File: config.mk
export PLATFORM = sky130hd
export DESIGN_NAME = lbam_monitor
export DESIGN_NICKNAME = d
export VERILOG_FILES = /design/src/shared/lbam_pkg.sv /design/src/hw/lbam_monitor.sv /design/src/hw/lbam_tick.sv /design/src/hw/lbam_timer.sv
export SDC_FILE = /design/constraint.sdc
export NUM_CORES = 1
export LEC_CHECK = 0
export BUFFER_PORTS_ARGS = -buffer_cell sky130_fd_sc_hd__buf_2
export CAP_MARGIN = 20
export CORE_ASPECT_RATIO = 0.5
export CORE_MARGIN = 2
export CORE_UTILIZATION = 65
export CTS_CLUSTER_SIZE = 14
export DETAILED_ROUTE_END_ITERATION = 10
export PLACE_DENSITY_LB_ADDON = 0.08
export SLEW_MARGIN = 5
export SYNTH_ARGS = -nofsm -noshare
export SYNTH_HDL_FRONTEND = slang
export SYNTH_SLANG_ARGS = --single-unit
File: constraint.sdc
create_clock -name clk_in -period 14.1 [get_ports clk_in]
set_input_delay 4.23 -clock clk_in [delete_from_list [all_inputs] [get_ports clk_in]]
set_output_delay 4.23 -clock clk_in [all_outputs]
set_load 0.01 [all_outputs]
File: src/shared/lbam_pkg.sv
// Package for the lamp ballast alarm monitor: thresholds, timeouts, alarm carriers.
// Assumes a 200 MHz system clock and temperatures in whole degrees C, signed 10 bit.
package lbam_pkg;

    localparam int unsigned CLK_HZ          = 200_000_000;
    localparam int unsigned TEMP_W          = 10;

    // Temperature limits, degrees C
    localparam logic signed [9:0] DIE_WARN_LIMIT       = 10'sd75;
    localparam logic signed [9:0] DIE_FAULT_LIMIT      = 10'sd85;
    localparam logic signed [9:0] BOARD_WARN_LIMIT     = 10'sd65;
    localparam logic signed [9:0] BOARD_FAULT_LIMIT    = 10'sd75;
    localparam logic signed [10:0] EXHAUST_WARN_OFFSET  = 11'sd10;
    localparam logic signed [10:0] EXHAUST_FAULT_OFFSET = 11'sd20;

    // Timebase: one tick per millisecond
    localparam int unsigned TICK_MS         = 1;
    localparam int unsigned TICK_CYCLES     = CLK_HZ / 1000 * TICK_MS;

    // Timeouts in milliseconds, counted in ticks
    localparam int unsigned INTERLOCK_FILTER_MS     = 300;
    localparam int unsigned THERMAL_SWITCH_FILTER_MS = 300;
    localparam int unsigned SHUTTER_LIMIT_MS        = 2000;
    localparam int unsigned BLOWER_FEEDBACK_LIMIT_MS = 2000;
    localparam int unsigned AIRFLOW_FAULT_LIMIT_MS  = 2000;
    localparam int unsigned WARMUP_TIME_LIMIT_MS    = 180_000;

    localparam int unsigned TIMER_W         = 18;

    typedef struct packed {
        logic die_warn;
        logic board_warn;
        logic exhaust_warn;
    } lbam_warn_s;

    typedef struct packed {
        logic die_fault;
        logic board_fault;
        logic exhaust_fault;
        logic cassette_unlocked;
        logic cassette_overtemp;
        logic shutter_fault;
        logic blower_fault;
        logic airflow_fault;
        logic warmup_fault;
    } lbam_fault_s;

    typedef enum logic [1:0] {
        LBAM_LAMP_OFF  = 2'b00,
        LBAM_LAMP_WARM = 2'b01,
        LBAM_LAMP_ON   = 2'b10,
        LBAM_LAMP_COOL = 2'b11
    } lbam_lamp_e;

endpackage

File: src/hw/lbam_monitor.sv
// Lamp ballast alarm monitor: temperature limits, filtered switches, feedback timeouts.
// Assumes inputs synchronous to clk_in and temperatures as signed whole degrees C.
//
// Summary of operation
// - Die warn above 75C, fault above 85C
// - Board warning above 65C
// - Board fault above 75C
// - Exhaust warn setpoint+10, fault setpoint+20
// - Interlock change accepted after 300 ms
// - Thermal switch open recognised after 300 ms
// - Shutter mismatch beyond 2 s faults
// - Blower feedback absent after 2 s faults
// - Pressure/flow condition beyond 2 s faults
// - Lamp ready missing after 180 s faults
// - Fault: lamp off, cooldown if warming or on, alarm high
`timescale 1ns/1ps
module lbam_monitor
    import lbam_pkg::*;
#(
    parameter int unsigned TICK_CLKS      = TICK_CYCLES,
    parameter int unsigned INTERLOCK_MS   = INTERLOCK_FILTER_MS,
    parameter int unsigned THERMAL_MS     = THERMAL_SWITCH_FILTER_MS,
    parameter int unsigned SHUTTER_MS     = SHUTTER_LIMIT_MS,
    parameter int unsigned BLOWER_MS      = BLOWER_FEEDBACK_LIMIT_MS,
    parameter int unsigned AIRFLOW_MS     = AIRFLOW_FAULT_LIMIT_MS,
    parameter int unsigned WARMUP_MS      = WARMUP_TIME_LIMIT_MS
) (
    input  wire logic               clk_in,
    input  wire logic               reset_n_in,
    input  wire logic signed [9:0]  die_a_temp_in,
    input  wire logic signed [9:0]  die_b_temp_in,
    input  wire logic signed [9:0]  board_temp_in,
    input  wire logic signed [9:0]  exhaust_temp_in,
    input  wire logic signed [9:0]  lamp_setpoint_in,
    input  wire logic               cassette_locked_in,
    input  wire logic               thermal_switch_closed_in,
    input  wire logic               shutter_cmd_in,
    input  wire logic               shutter_pos_in,
    input  wire logic               blower_on_in,
    input  wire logic               blower_feedback_in,
    input  wire logic               airflow_fault_in,
    input  wire logic               lamp_start_in,
    input  wire logic               lamp_ready_in,
    input  wire logic               cooldown_done_in,
    input  wire logic               fault_clear_in,
    output lbam_warn_s              warn_out,
    output lbam_fault_s             fault_out,
    output logic                    lamp_enable_out,
    output logic                    cooldown_out,
    output logic                    alarm_out
);
    // Reset release through two flops
    logic rst_meta_q;
    logic rst_n_q;

    always_ff @(posedge clk_in or negedge reset_n_in) begin
        if (!reset_n_in) begin
            rst_meta_q <= 1'b0;
            rst_n_q    <= 1'b0;
        end else begin
            rst_meta_q <= 1'b1;
            rst_n_q    <= rst_meta_q;
        end
    end

    logic tick;

    lbam_tick #(
        .CYCLES   (TICK_CLKS)
    ) u_tick (
        .clk_in   (clk_in),
        .rst_n_in (rst_n_q),
        .tick_out (tick)
    );

    // Interlock filter: state follows input only after it stays different 300 ms
    logic locked_q;
    logic locked_d;
    logic lock_change_done;

    lbam_timer #(
        .LIMIT       (INTERLOCK_MS)
    ) u_lock (
        .clk_in      (clk_in),
        .rst_n_in    (rst_n_q),
        .tick_in     (tick),
        .cond_in     (cassette_locked_in != locked_q),
        .expired_out (lock_change_done)
    );

    always_comb begin
        locked_d = lock_change_done ? cassette_locked_in : locked_q;
    end

    // Timed conditions
    logic therm_open;
    logic shutter_to;
    logic blower_to;
    logic airflow_to;
    logic warmup_to;
    lbam_lamp_e lamp_q;
    lbam_lamp_e lamp_d;

    lbam_timer #(
        .LIMIT       (THERMAL_MS)
    ) u_therm (
        .clk_in      (clk_in),
        .rst_n_in    (rst_n_q),
        .tick_in     (tick),
        .cond_in     (!thermal_switch_closed_in),
        .expired_out (therm_open)
    );

    lbam_timer #(
        .LIMIT       (SHUTTER_MS)
    ) u_shutter (
        .clk_in      (clk_in),
        .rst_n_in    (rst_n_q),
        .tick_in     (tick),
        .cond_in     (shutter_cmd_in != shutter_pos_in),
        .expired_out (shutter_to)
    );

    lbam_timer #(
        .LIMIT       (BLOWER_MS)
    ) u_blower (
        .clk_in      (clk_in),
        .rst_n_in    (rst_n_q),
        .tick_in     (tick),
        .cond_in     (blower_on_in && !blower_feedback_in),
        .expired_out (blower_to)
    );

    lbam_timer #(
        .LIMIT       (AIRFLOW_MS)
    ) u_airflow (
        .clk_in      (clk_in),
        .rst_n_in    (rst_n_q),
        .tick_in     (tick),
        .cond_in     (airflow_fault_in),
        .expired_out (airflow_to)
    );

    lbam_timer #(
        .LIMIT       (WARMUP_MS)
    ) u_warmup (
        .clk_in      (clk_in),
        .rst_n_in    (rst_n_q),
        .tick_in     (tick),
        .cond_in     (lamp_q == LBAM_LAMP_WARM && !lamp_ready_in),
        .expired_out (warmup_to)
    );

    // Temperature comparisons; exhaust limit widened so setpoint+20 cannot wrap
    logic signed [10:0] exh_wide;
    logic signed [10:0] sp_wide;
    lbam_warn_s         warn_now;
    lbam_fault_s        fault_now;

    always_comb begin
        exh_wide = {exhaust_temp_in[9], exhaust_temp_in};
        sp_wide  = {lamp_setpoint_in[9], lamp_setpoint_in};
        warn_now.die_warn     = (die_a_temp_in > DIE_WARN_LIMIT)
                              || (die_b_temp_in > DIE_WARN_LIMIT);
        warn_now.board_warn   = board_temp_in > BOARD_WARN_LIMIT;
        warn_now.exhaust_warn = exh_wide > sp_wide + EXHAUST_WARN_OFFSET;
        fault_now.die_fault   = (die_a_temp_in > DIE_FAULT_LIMIT)
                              || (die_b_temp_in > DIE_FAULT_LIMIT);
        fault_now.board_fault = board_temp_in > BOARD_FAULT_LIMIT;
        fault_now.exhaust_fault = exh_wide > sp_wide + EXHAUST_FAULT_OFFSET;
        fault_now.cassette_unlocked = !locked_q;
        fault_now.cassette_overtemp = therm_open;
        fault_now.shutter_fault     = shutter_to;
        fault_now.blower_fault      = blower_to;
        fault_now.airflow_fault     = airflow_to;
        fault_now.warmup_fault      = warmup_to;
    end

    // Warnings are live levels; faults latch, set beats clear
    lbam_warn_s  warn_q;
    lbam_fault_s fault_q;
    lbam_fault_s fault_d;
    logic        alarm_q;
    logic        alarm_d;
    logic        any_fault;

    always_comb begin
        fault_d   = fault_clear_in ? fault_now : (fault_q | fault_now);
        any_fault = |fault_now || |fault_q;
        alarm_d   = |fault_d;
    end

    // Lamp sequencing: faults force cooldown from warm or on and block a start from off, warnings are ignored here
    always_comb begin
        lamp_d = lamp_q;
        case (lamp_q)
            LBAM_LAMP_OFF: begin
                if (lamp_start_in && !any_fault) begin
                    lamp_d = LBAM_LAMP_WARM;
                end
            end
            LBAM_LAMP_WARM: begin
                if (any_fault) begin
                    lamp_d = LBAM_LAMP_COOL;
                end else if (!lamp_start_in) begin
                    lamp_d = LBAM_LAMP_COOL;
                end else if (lamp_ready_in) begin
                    lamp_d = LBAM_LAMP_ON;
                end
            end
            LBAM_LAMP_ON: begin
                if (any_fault || !lamp_start_in) begin
                    lamp_d = LBAM_LAMP_COOL;
                end
            end
            LBAM_LAMP_COOL: begin
                if (cooldown_done_in) begin
                    lamp_d = LBAM_LAMP_OFF;
                end
            end
            default: lamp_d = LBAM_LAMP_OFF;
        endcase
    end

    // Outputs registered; enable drops in the same edge a fault is latched
    logic lamp_en_q;
    logic lamp_en_d;
    logic cool_q;
    logic cool_d;

    always_comb begin
        lamp_en_d = (lamp_d == LBAM_LAMP_WARM || lamp_d == LBAM_LAMP_ON)
                  && !(|fault_d);
        cool_d    = lamp_d == LBAM_LAMP_COOL;
    end

    always_ff @(posedge clk_in or negedge rst_n_q) begin
        if (!rst_n_q) begin
            locked_q  <= 1'b0;
            warn_q    <= '0;
            fault_q   <= '0;
            alarm_q   <= 1'b0;
            lamp_q    <= LBAM_LAMP_OFF;
            lamp_en_q <= 1'b0;
            cool_q    <= 1'b0;
        end else begin
            locked_q  <= locked_d;
            warn_q    <= warn_now;
            fault_q   <= fault_d;
            alarm_q   <= alarm_d;
            lamp_q    <= lamp_d;
            lamp_en_q <= lamp_en_d;
            cool_q    <= cool_d;
        end
    end

    assign warn_out        = warn_q;
    assign fault_out       = fault_q;
    assign lamp_enable_out = lamp_en_q;
    assign cooldown_out    = cool_q;
    assign alarm_out       = alarm_q;
endmodule

File: src/hw/lbam_tick.sv
// Common timebase: one pulse every TICK cycles.
// Assumes an asynchronous active-low reset already conditioned by the top.
`timescale 1ns/1ps
module lbam_tick
    import lbam_pkg::*;
#(
    parameter int unsigned CYCLES = TICK_CYCLES
) (
    input  wire logic clk_in,
    input  wire logic rst_n_in,
    output logic      tick_out
);
    initial begin
        if (CYCLES < 2) $error("lbam_tick: CYCLES must be at least 2");
    end

    logic [31:0] cnt_q;
    logic [31:0] cnt_d;
    logic        tick_q;
    logic        tick_d;

    always_comb begin
        tick_d = (cnt_q == CYCLES - 1);
        cnt_d  = tick_d ? 32'h0 : cnt_q + 32'h1;
    end

    always_ff @(posedge clk_in or negedge rst_n_in) begin
        if (!rst_n_in) begin
            cnt_q  <= 32'h0;
            tick_q <= 1'b0;
        end else begin
            cnt_q  <= cnt_d;
            tick_q <= tick_d;
        end
    end

    assign tick_out = tick_q;
endmodule

File: src/hw/lbam_timer.sv
// Persistence timer: expired rises once cond_in held for LIMIT ticks.
// Restarts from zero the moment cond_in drops; tick_in is the shared timebase.
`timescale 1ns/1ps
module lbam_timer
    import lbam_pkg::*;
#(
    parameter int unsigned LIMIT = 300
) (
    input  wire logic clk_in,
    input  wire logic rst_n_in,
    input  wire logic tick_in,
    input  wire logic cond_in,
    output logic      expired_out
);
    initial begin
        if (LIMIT < 1 || LIMIT >= (1 << TIMER_W)) $error("lbam_timer: LIMIT out of range");
    end

    localparam logic [TIMER_W-1:0] LIM = TIMER_W'(LIMIT);

    logic [TIMER_W-1:0] cnt_q;
    logic [TIMER_W-1:0] cnt_d;

    always_comb begin
        if (!cond_in) begin
            cnt_d = '0;
        end else if (tick_in && cnt_q != LIM) begin
            cnt_d = cnt_q + TIMER_W'(1);
        end else begin
            cnt_d = cnt_q;
        end
    end

    always_ff @(posedge clk_in or negedge rst_n_in) begin
        if (!rst_n_in) begin
            cnt_q <= '0;
        end else begin
            cnt_q <= cnt_d;
        end
    end

    assign expired_out = cond_in && (cnt_q == LIM);
endmodule

== Word-level counts from Yosys, hierarchy flattened ==
Index checks and enable logic that the tools add are counted.

* Register bits: 161
* Bits of input ports: 63
* Output and inout bits: 15
* Word-level logic and storage cells: 125

* Add/sub/neg operators: 9
* Multiplexer cells: 21
* Reductions and logical operators: 33
* Eq/ne operators: 26
* Order comparisons: 8
* Bitwise operators: 1

{| class="wikitable"
|+ Operator list
! cell !! count
|-
| $mux W18 || 12
|-
| $add A18 B1 Y18 const B || 6
|-
| $gt A10 B8 Y1 const B || 6
|-
| $eq A18 B11 Y1 const B || 3
|-
| $ne A18 B11 Y1 const B || 3
|-
| $eq A18 B9 Y1 const B || 2
|-
| $ne A18 B9 Y1 const B || 2
|-
| $add A32 B1 Y32 const B || 1
|-
| $eq A32 B18 Y1 const B || 1
|-
| $mux W32 || 1
|-
| $reduce_or A9 Y1 || 3
|-
| $gt A10 B11 Y1 || 2
|-
| $eq A18 B18 Y1 const B || 1
|-
| $ne A18 B18 Y1 const B || 1
|-
| $logic_and A1 B1 Y1 || 16
|-
| $mux W2 || 6
|-
| $add A10 B5 Y11 const B || 1
|-
| $add A10 B6 Y11 const B || 1
|-
| $mux W9 || 1
|-
| $or A9 B9 Y9 || 1
|-
| $eq A2 B2 Y1 const B || 4
|-
| $ne A2 B2 Y1 const B || 4
|-
| $pmux W2 S4 || 1
|-
| $logic_not A1 Y1 || 7
|-
| 6 further kinds || 12
|}

== Depth between registers and ports, before layout ==
* Word-level depth: 12
* Mapped depth: 15
* Gate-level depth less buffers: 15

== Hierarchy ==
From an unflattened synthesis, not the netlist that was laid out.

* Cell total of the unflattened synthesis: 1010
* Area total of the unflattened synthesis: 9585.4 um2

{| class="wikitable"
|+ Modules (own cells, without submodules)
! module !! times used !! cells each !! area each (um2) !! sequential area each (um2)
|-
| lbam_timer at u_airflow ... || 3 || 114 || 1048.5 || 450.4
|-
| lbam_timer at u_lock ... || 2 || 114 || 1063.5 || 450.4
|-
| lbam_monitor || 1 || 181 || 1689.1 || 500.5
|-
| lbam_tick || 1 || 149 || 1632.8 || 825.8
|-
| lbam_timer at u_warmup || 1 || 110 || 991.0 || 450.4
|}

== Least setup slack after synthesis ==
OpenSTA, ideal clock, no wires.

* Path type: in2reg
* From: in lamp_setpoint_in[2]
* To: reg lamp_en_q, in the netlist lamp_enable_out
* Path slack: 7.339 ns
* Path buffers: 0
* Stages: 13
* Required time: 13.986 ns
* Data arrival time: 6.647 ns
* Setup time: 0.114 ns
* Cells stage by stage: ha_1 -> o21ai_0 -> xor2_1 -> ha_1 -> a22o_1 -> o41ai_1 -> a41oi_1 -> nand4b_1 -> nor3b_1 -> nor3_1 -> ha_1 -> inv_1 -> nor2_1

* Longest elaborated chain between the ends: 11
* Elaborated cells on any way between the ends: 19
* Those cells by class: add/sub: 1; order compare: 1; eq/ne: 2; mux: 5; bitwise: 1; reduce/logical: 9

{| class="wikitable"
|+ RTL lines
! item !! RTL line !! source
|-
| start: declaration || lbam_monitor.sv:34 || <nowiki>input wire logic signed [9:0] lamp_setpoint_in,</nowiki>
|-
| $add A10 B6 Y11 * || lbam_monitor.sv:170 || <nowiki>fault_now.exhaust_fault = exh_wide > sp_wide + EXHAUST_FAULT_OFFSET;</nowiki>
|-
| $gt A10 B11 Y1 * || lbam_monitor.sv:170 ||
|-
| $reduce_or A9 Y1 * || lbam_monitor.sv:189 || <nowiki>any_fault = |fault_now || |fault_q;</nowiki>
|-
| $logic_or A1 B1 Y1 * || lbam_monitor.sv:189 ||
|-
| $logic_not A1 Y1 || lbam_monitor.sv:198 || <nowiki>if (lamp_start_in && !any_fault) begin</nowiki>
|-
| $logic_and A1 B1 Y1 || lbam_monitor.sv:198 ||
|-
| $mux W2 || lbam_monitor.sv:198 ||
|-
| $pmux W2 S4 * || lbam_monitor.sv:196 || <nowiki>case (lamp_q)</nowiki>
|-
| net lamp_d[0] || lbam_monitor.sv:102 || <nowiki>lbam_lamp_e lamp_d;</nowiki>
|-
| $eq A2 B1 Y1 or $eq A2 B2 Y1 (tied branches) || lbam_monitor.sv:232 || <nowiki>lamp_en_d = (lamp_d == LBAM_LAMP_WARM || lamp_d == LBAM_LAMP_ON)</nowiki>
|-
| $logic_or A1 B1 Y1 * || lbam_monitor.sv:232 ||
|-
| $logic_and A1 B1 Y1 * || lbam_monitor.sv:233 || <nowiki>&& !(|fault_d);</nowiki>
|-
| net lamp_en_d || lbam_monitor.sv:227 || <nowiki>logic lamp_en_d;</nowiki>
|-
| end signal: assignment || lbam_monitor.sv:252 || <nowiki>lamp_en_q <= lamp_en_d;</nowiki>
|-
| end: declaration || lbam_monitor.sv:226 || <nowiki>logic lamp_en_q;</nowiki>
|}

The timed path passes the listed nets; every way through them passes the cells marked *.
A chain may end at the register's enable or synchronous reset.

== Worst setup path after layout ==
Same ends and word-level chain as after synthesis.

==> flow_metrics.py <==
metrics = {
    "yosys": {
        "synth_top_family_by_area": "simple AND/OR/NAND/NOR gates",
        "syn_area_per_cell_um2": 9.57,
        "seq_area_frac_synth_pct": 45.9,
        "syn-num-nets": 1019,
        "async_flop_share_pct": 100,
        "synth.area.mux_share_pct": 0.570,
        "synth_edf_count": 0,
        "netlist_area_um2": 8790,
        "synth.ff_latch_count": 161,
        "ys_warn_count": 0,
        "synth_compound_gate_area_share_pct": 8.15,
        "synth_fa_ha_area_share_pct": 5.41,
        "synthXorXnorAreaFrac_pct": 12.6,
        "yosys.area_share.simple_pct": 24.7,
        "ys.flop_type": "dfrtp_1",
        "synthCells": 918,
        "yosysUniqueCellTypes": 60,
    },
    "final_layout": {
        "layout-drive-gt1-share_pct": 12.3,
        "mostFrequentLayoutCell": "dfrtp_1",
        "synthToLayoutAreaGrowth_pct": 12.6,
        "fin_util_pct": 76.6,
        "nNetsFinal": 1100,
        "fillCellCount": 884,
        "final_cell_mix": "dfrtp_1, nor2_1, buf_2, nand2_1, xnor2_1",
        "final_cell_count_no_fill": 1182,
        "diodes": 0,
    },
    "sta": {
        "setup_viol": 0,
        "fmax_ghz": 0.144,
        "period_share_pct": 49.4,
        "finClkSkew_ns": 0.0109,
        "hold_viol_final": 0,
        "tightest_slew_ns": 0.893,
        "slew_headroom_pct": 40.4,
        "setup_ws_ns": 7.13,
        "rsz0062_at_grt": "false",
        "finalMaxSlewViolations": 0,
        "post-route-min-period_ns": 6.97,
        "tns_ns": 0,
    },
    "floorplanning": {
        "floorplan.initialDensity_pct": 68.0,
        "die_w_um": 168,
        "io-pin-count": 78,
        "rows": 29,
        "die_h_um": 86.2,
        "core-area_um2": 12900,
        "die-area_um2": 14500,
    },
    "status": {
        "outcome": "finished clean",
    },
    "drt": {
        "wl_per_cell_um": 15.0,
        "via_per_inst": 5.77,
        "drtIter0Drc": 383,
        "routed_wl_um": 17800,
        "dr_total_vias": 6824,
        "first_pass_iters": 4,
        "ant_nets": 0,
        "drc": 0,
    },
    "grt": {
        "grt_max_degree": 74,
        "grt.overflow.total": 0,
        "grt_pass1_vias": 6612,
        "antenna_found_initial": 0,
        "grt_usage_pct": 25.9,
        "grt_pass1_wl_um": 30300,
    },
    "min_path": {
        "min_path_type": "flop to async pin",
    },
    "clock_tree": {
        "cts_tree": "yes",
        "cts_root_buf": "clkbuf_16",
        "numCtsBuffers": 17,
        "cts_max_level": 4,
        "clk_path_buf_depth": 2,
        "clock-sinks": 161,
        "cts_setup_buffers": 0,
        "hold_buffers": 0,
        "clock_latency_ns": 0.42,
        "cts.clk_slew.worst_paths_ns": 0.07,
        "cts.repair.resized": 0,
    },
    "pwr": {
        "seqPwrFrac_pct": 47.4,
        "power.switching_uw": 255,
        "leakagePower_uw": 0.00435,
        "p_int_uw": 747,
        "p_comb_share_pct": 7.9,
        "power_density_nw_per_um2": 101,
        "sw_frac_of_total_pct": 25.5,
        "peakVddDrop_mv": 0.0764,
        "pwr-share-clk_pct": 44.7,
        "totalPowerFinal_uw": 1000,
    },
    "worst_setup_path": {
        "worstPathArrival_ns": 7.28,
        "reg2reg_depth": 12,
        "r2r-end": "lamp_enable_out",
        "cp-end-kind": "flop",
        "regToRegSetupSlack_ns": 11.34,
        "path_max_fanout": 5,
        "critPathKind": "primary input to flop",
        "cp_data_required_time_ns": 14.41,
        "crit_path_start_kind": "primary input",
        "r2r_start": "u_shutter.cnt_q[0]",
    },
    "run": {
        "drv_cap": 0,
    },
    "placement": {
        "gp_congestion": 0.879,
        "port_buffers": 74,
        "dpl.hpwl_um": 12400,
        "place_inst": 1150,
        "pre_cts_ws_ns": 6.73,
    },
}
-- how the worst max path moves through the flow --
stage,startpoint,endpoint,slack [ns],depth (start not counted)
final,lamp_setpoint_in[2],lamp_enable_out,7.13,14
after detailed placement,lamp_setpoint_in[2],lamp_enable_out,6.73,14
after CTS,lamp_setpoint_in[2],lamp_enable_out,7.17,14
after global placement,lamp_setpoint_in[2],lamp_enable_out,6.85,14
after global routing,lamp_setpoint_in[2],lamp_enable_out,6.90,14
after floorplan,lamp_setpoint_in[2],lamp_enable_out,7.34,13
-- cells in the mapped netlist (4+ instances only) --
| cell type | count | share of area (%) |
|---|---|---|
| nor2b_1 | 8 | 0.57 |
| nand2_1 | 66 | 2.8 |
| xnor2_1 | 63 | 6.3 |
| clkbuf_1 | 10 | 0.43 |
| or4_1 | 4 | 0.34 |
| and4_1 | 6 | 0.60 |
| and2_1 | 18 | 1.3 |
| a211o_1 | 4 | 0.40 |
| nand4_1 | 30 | 2.1 |
| nor2_1 | 117 | 5.0 |
| nand3_1 | 57 | 3.2 |
| ha_1 | 38 | 5.4 |
| inv_1 | 46 | 2.0 |
| xor2_1 | 58 | 5.8 |
| a21o_1 | 10 | 0.85 |
| nor3_1 | 22 | 1.3 |
| nand2b_1 | 4 | 0.28 |
| a211oi_1 | 6 | 0.51 |
| or3_1 | 24 | 1.7 |
| dfrtp_1 | 161 | 46 |
| mux2i_1 | 5 | 0.57 |
| nor4b_1 | 9 | 0.90 |
| and3_1 | 18 | 1.3 |
| o21ai_0 | 33 | 1.9 |
| nor4_1 | 14 | 1.0 |
| o21ai_1 | 4 | 0.23 |
| a21oi_1 | 30 | 1.7 |
| a21boi_0 | 5 | 0.43 |
-- worst max-delay path: stages --
cell and delay, ns:
buf_2 0.13, ha_1 0.25, o21ai_0 0.21, xor2_1 0.19, ha_1 0.27, a22o_1 0.24
o41ai_1 0.34, a41oi_1 0.24, nand4b_1 0.31, nor3b_1 0.20, nor3_1 0.28, ha_1 0.28
inv_1 0.05, nor2_1 0.03
-- layout make-up --
type                            count  area (um^2)  area share, %
Clock buffer                       18          429           4.34
Clock inverter                     14          141           1.43
Inverter                           46          173           1.75
Multi-Input combinational cell    697         4520           45.7
Sequential cell                   161         4030           40.8
Tap cell                          170          213           2.15
Timing Repair Buffer               76          385           3.90
-- state kept, by name, summed over array words and instances (netlist names), 2 cells and up --
signal,count
fault_out,9
lamp_q,2
u_airflow.cnt_q,18
u_blower.cnt_q,18
u_lock.cnt_q,18
u_shutter.cnt_q,18
u_therm.cnt_q,18
u_tick.cnt_q,32
u_warmup.cnt_q,18
warn_out,3
-- cells by family after synthesis --
group,after synthesis
and+or+nand+nor,419
DFF,161
xor gates and xnor gates,123
AOI/OAI and AO/OA,111
buffers and inverters,60
adders and majority gates,38
muxes,5
other,1
-- per-layer routing --
metal	GRT usage (%)	up-vias	wire length, um
li1	-	3360	-
met1	33.8	3314	8220
met2	45.2	130	8640
met3	5.02	20	644
met4	7.45	0	261
met5	0	-	0
-- metrics by stage --
stage               cell area [um^2]  hold WS, ns
CTS                             9890        0.227
global placement                9320        0.220
finish                          9890        0.213
detailed placement              9320        0.222
global route                    9890        0.247
floorplan                       8790        0.331
-- power by group through the flow --
stage,Sequential [uW],Clock (uW),Combinational [uW]
finish,475,448,79.3
global route,475,475,91.4
CTS,475,454,80.5
detailed placement,483,0,79.7
global placement,483,0,76.8
floorplan,489,0,43.7
Note: power is estimated with default switching activity, not from simulation.
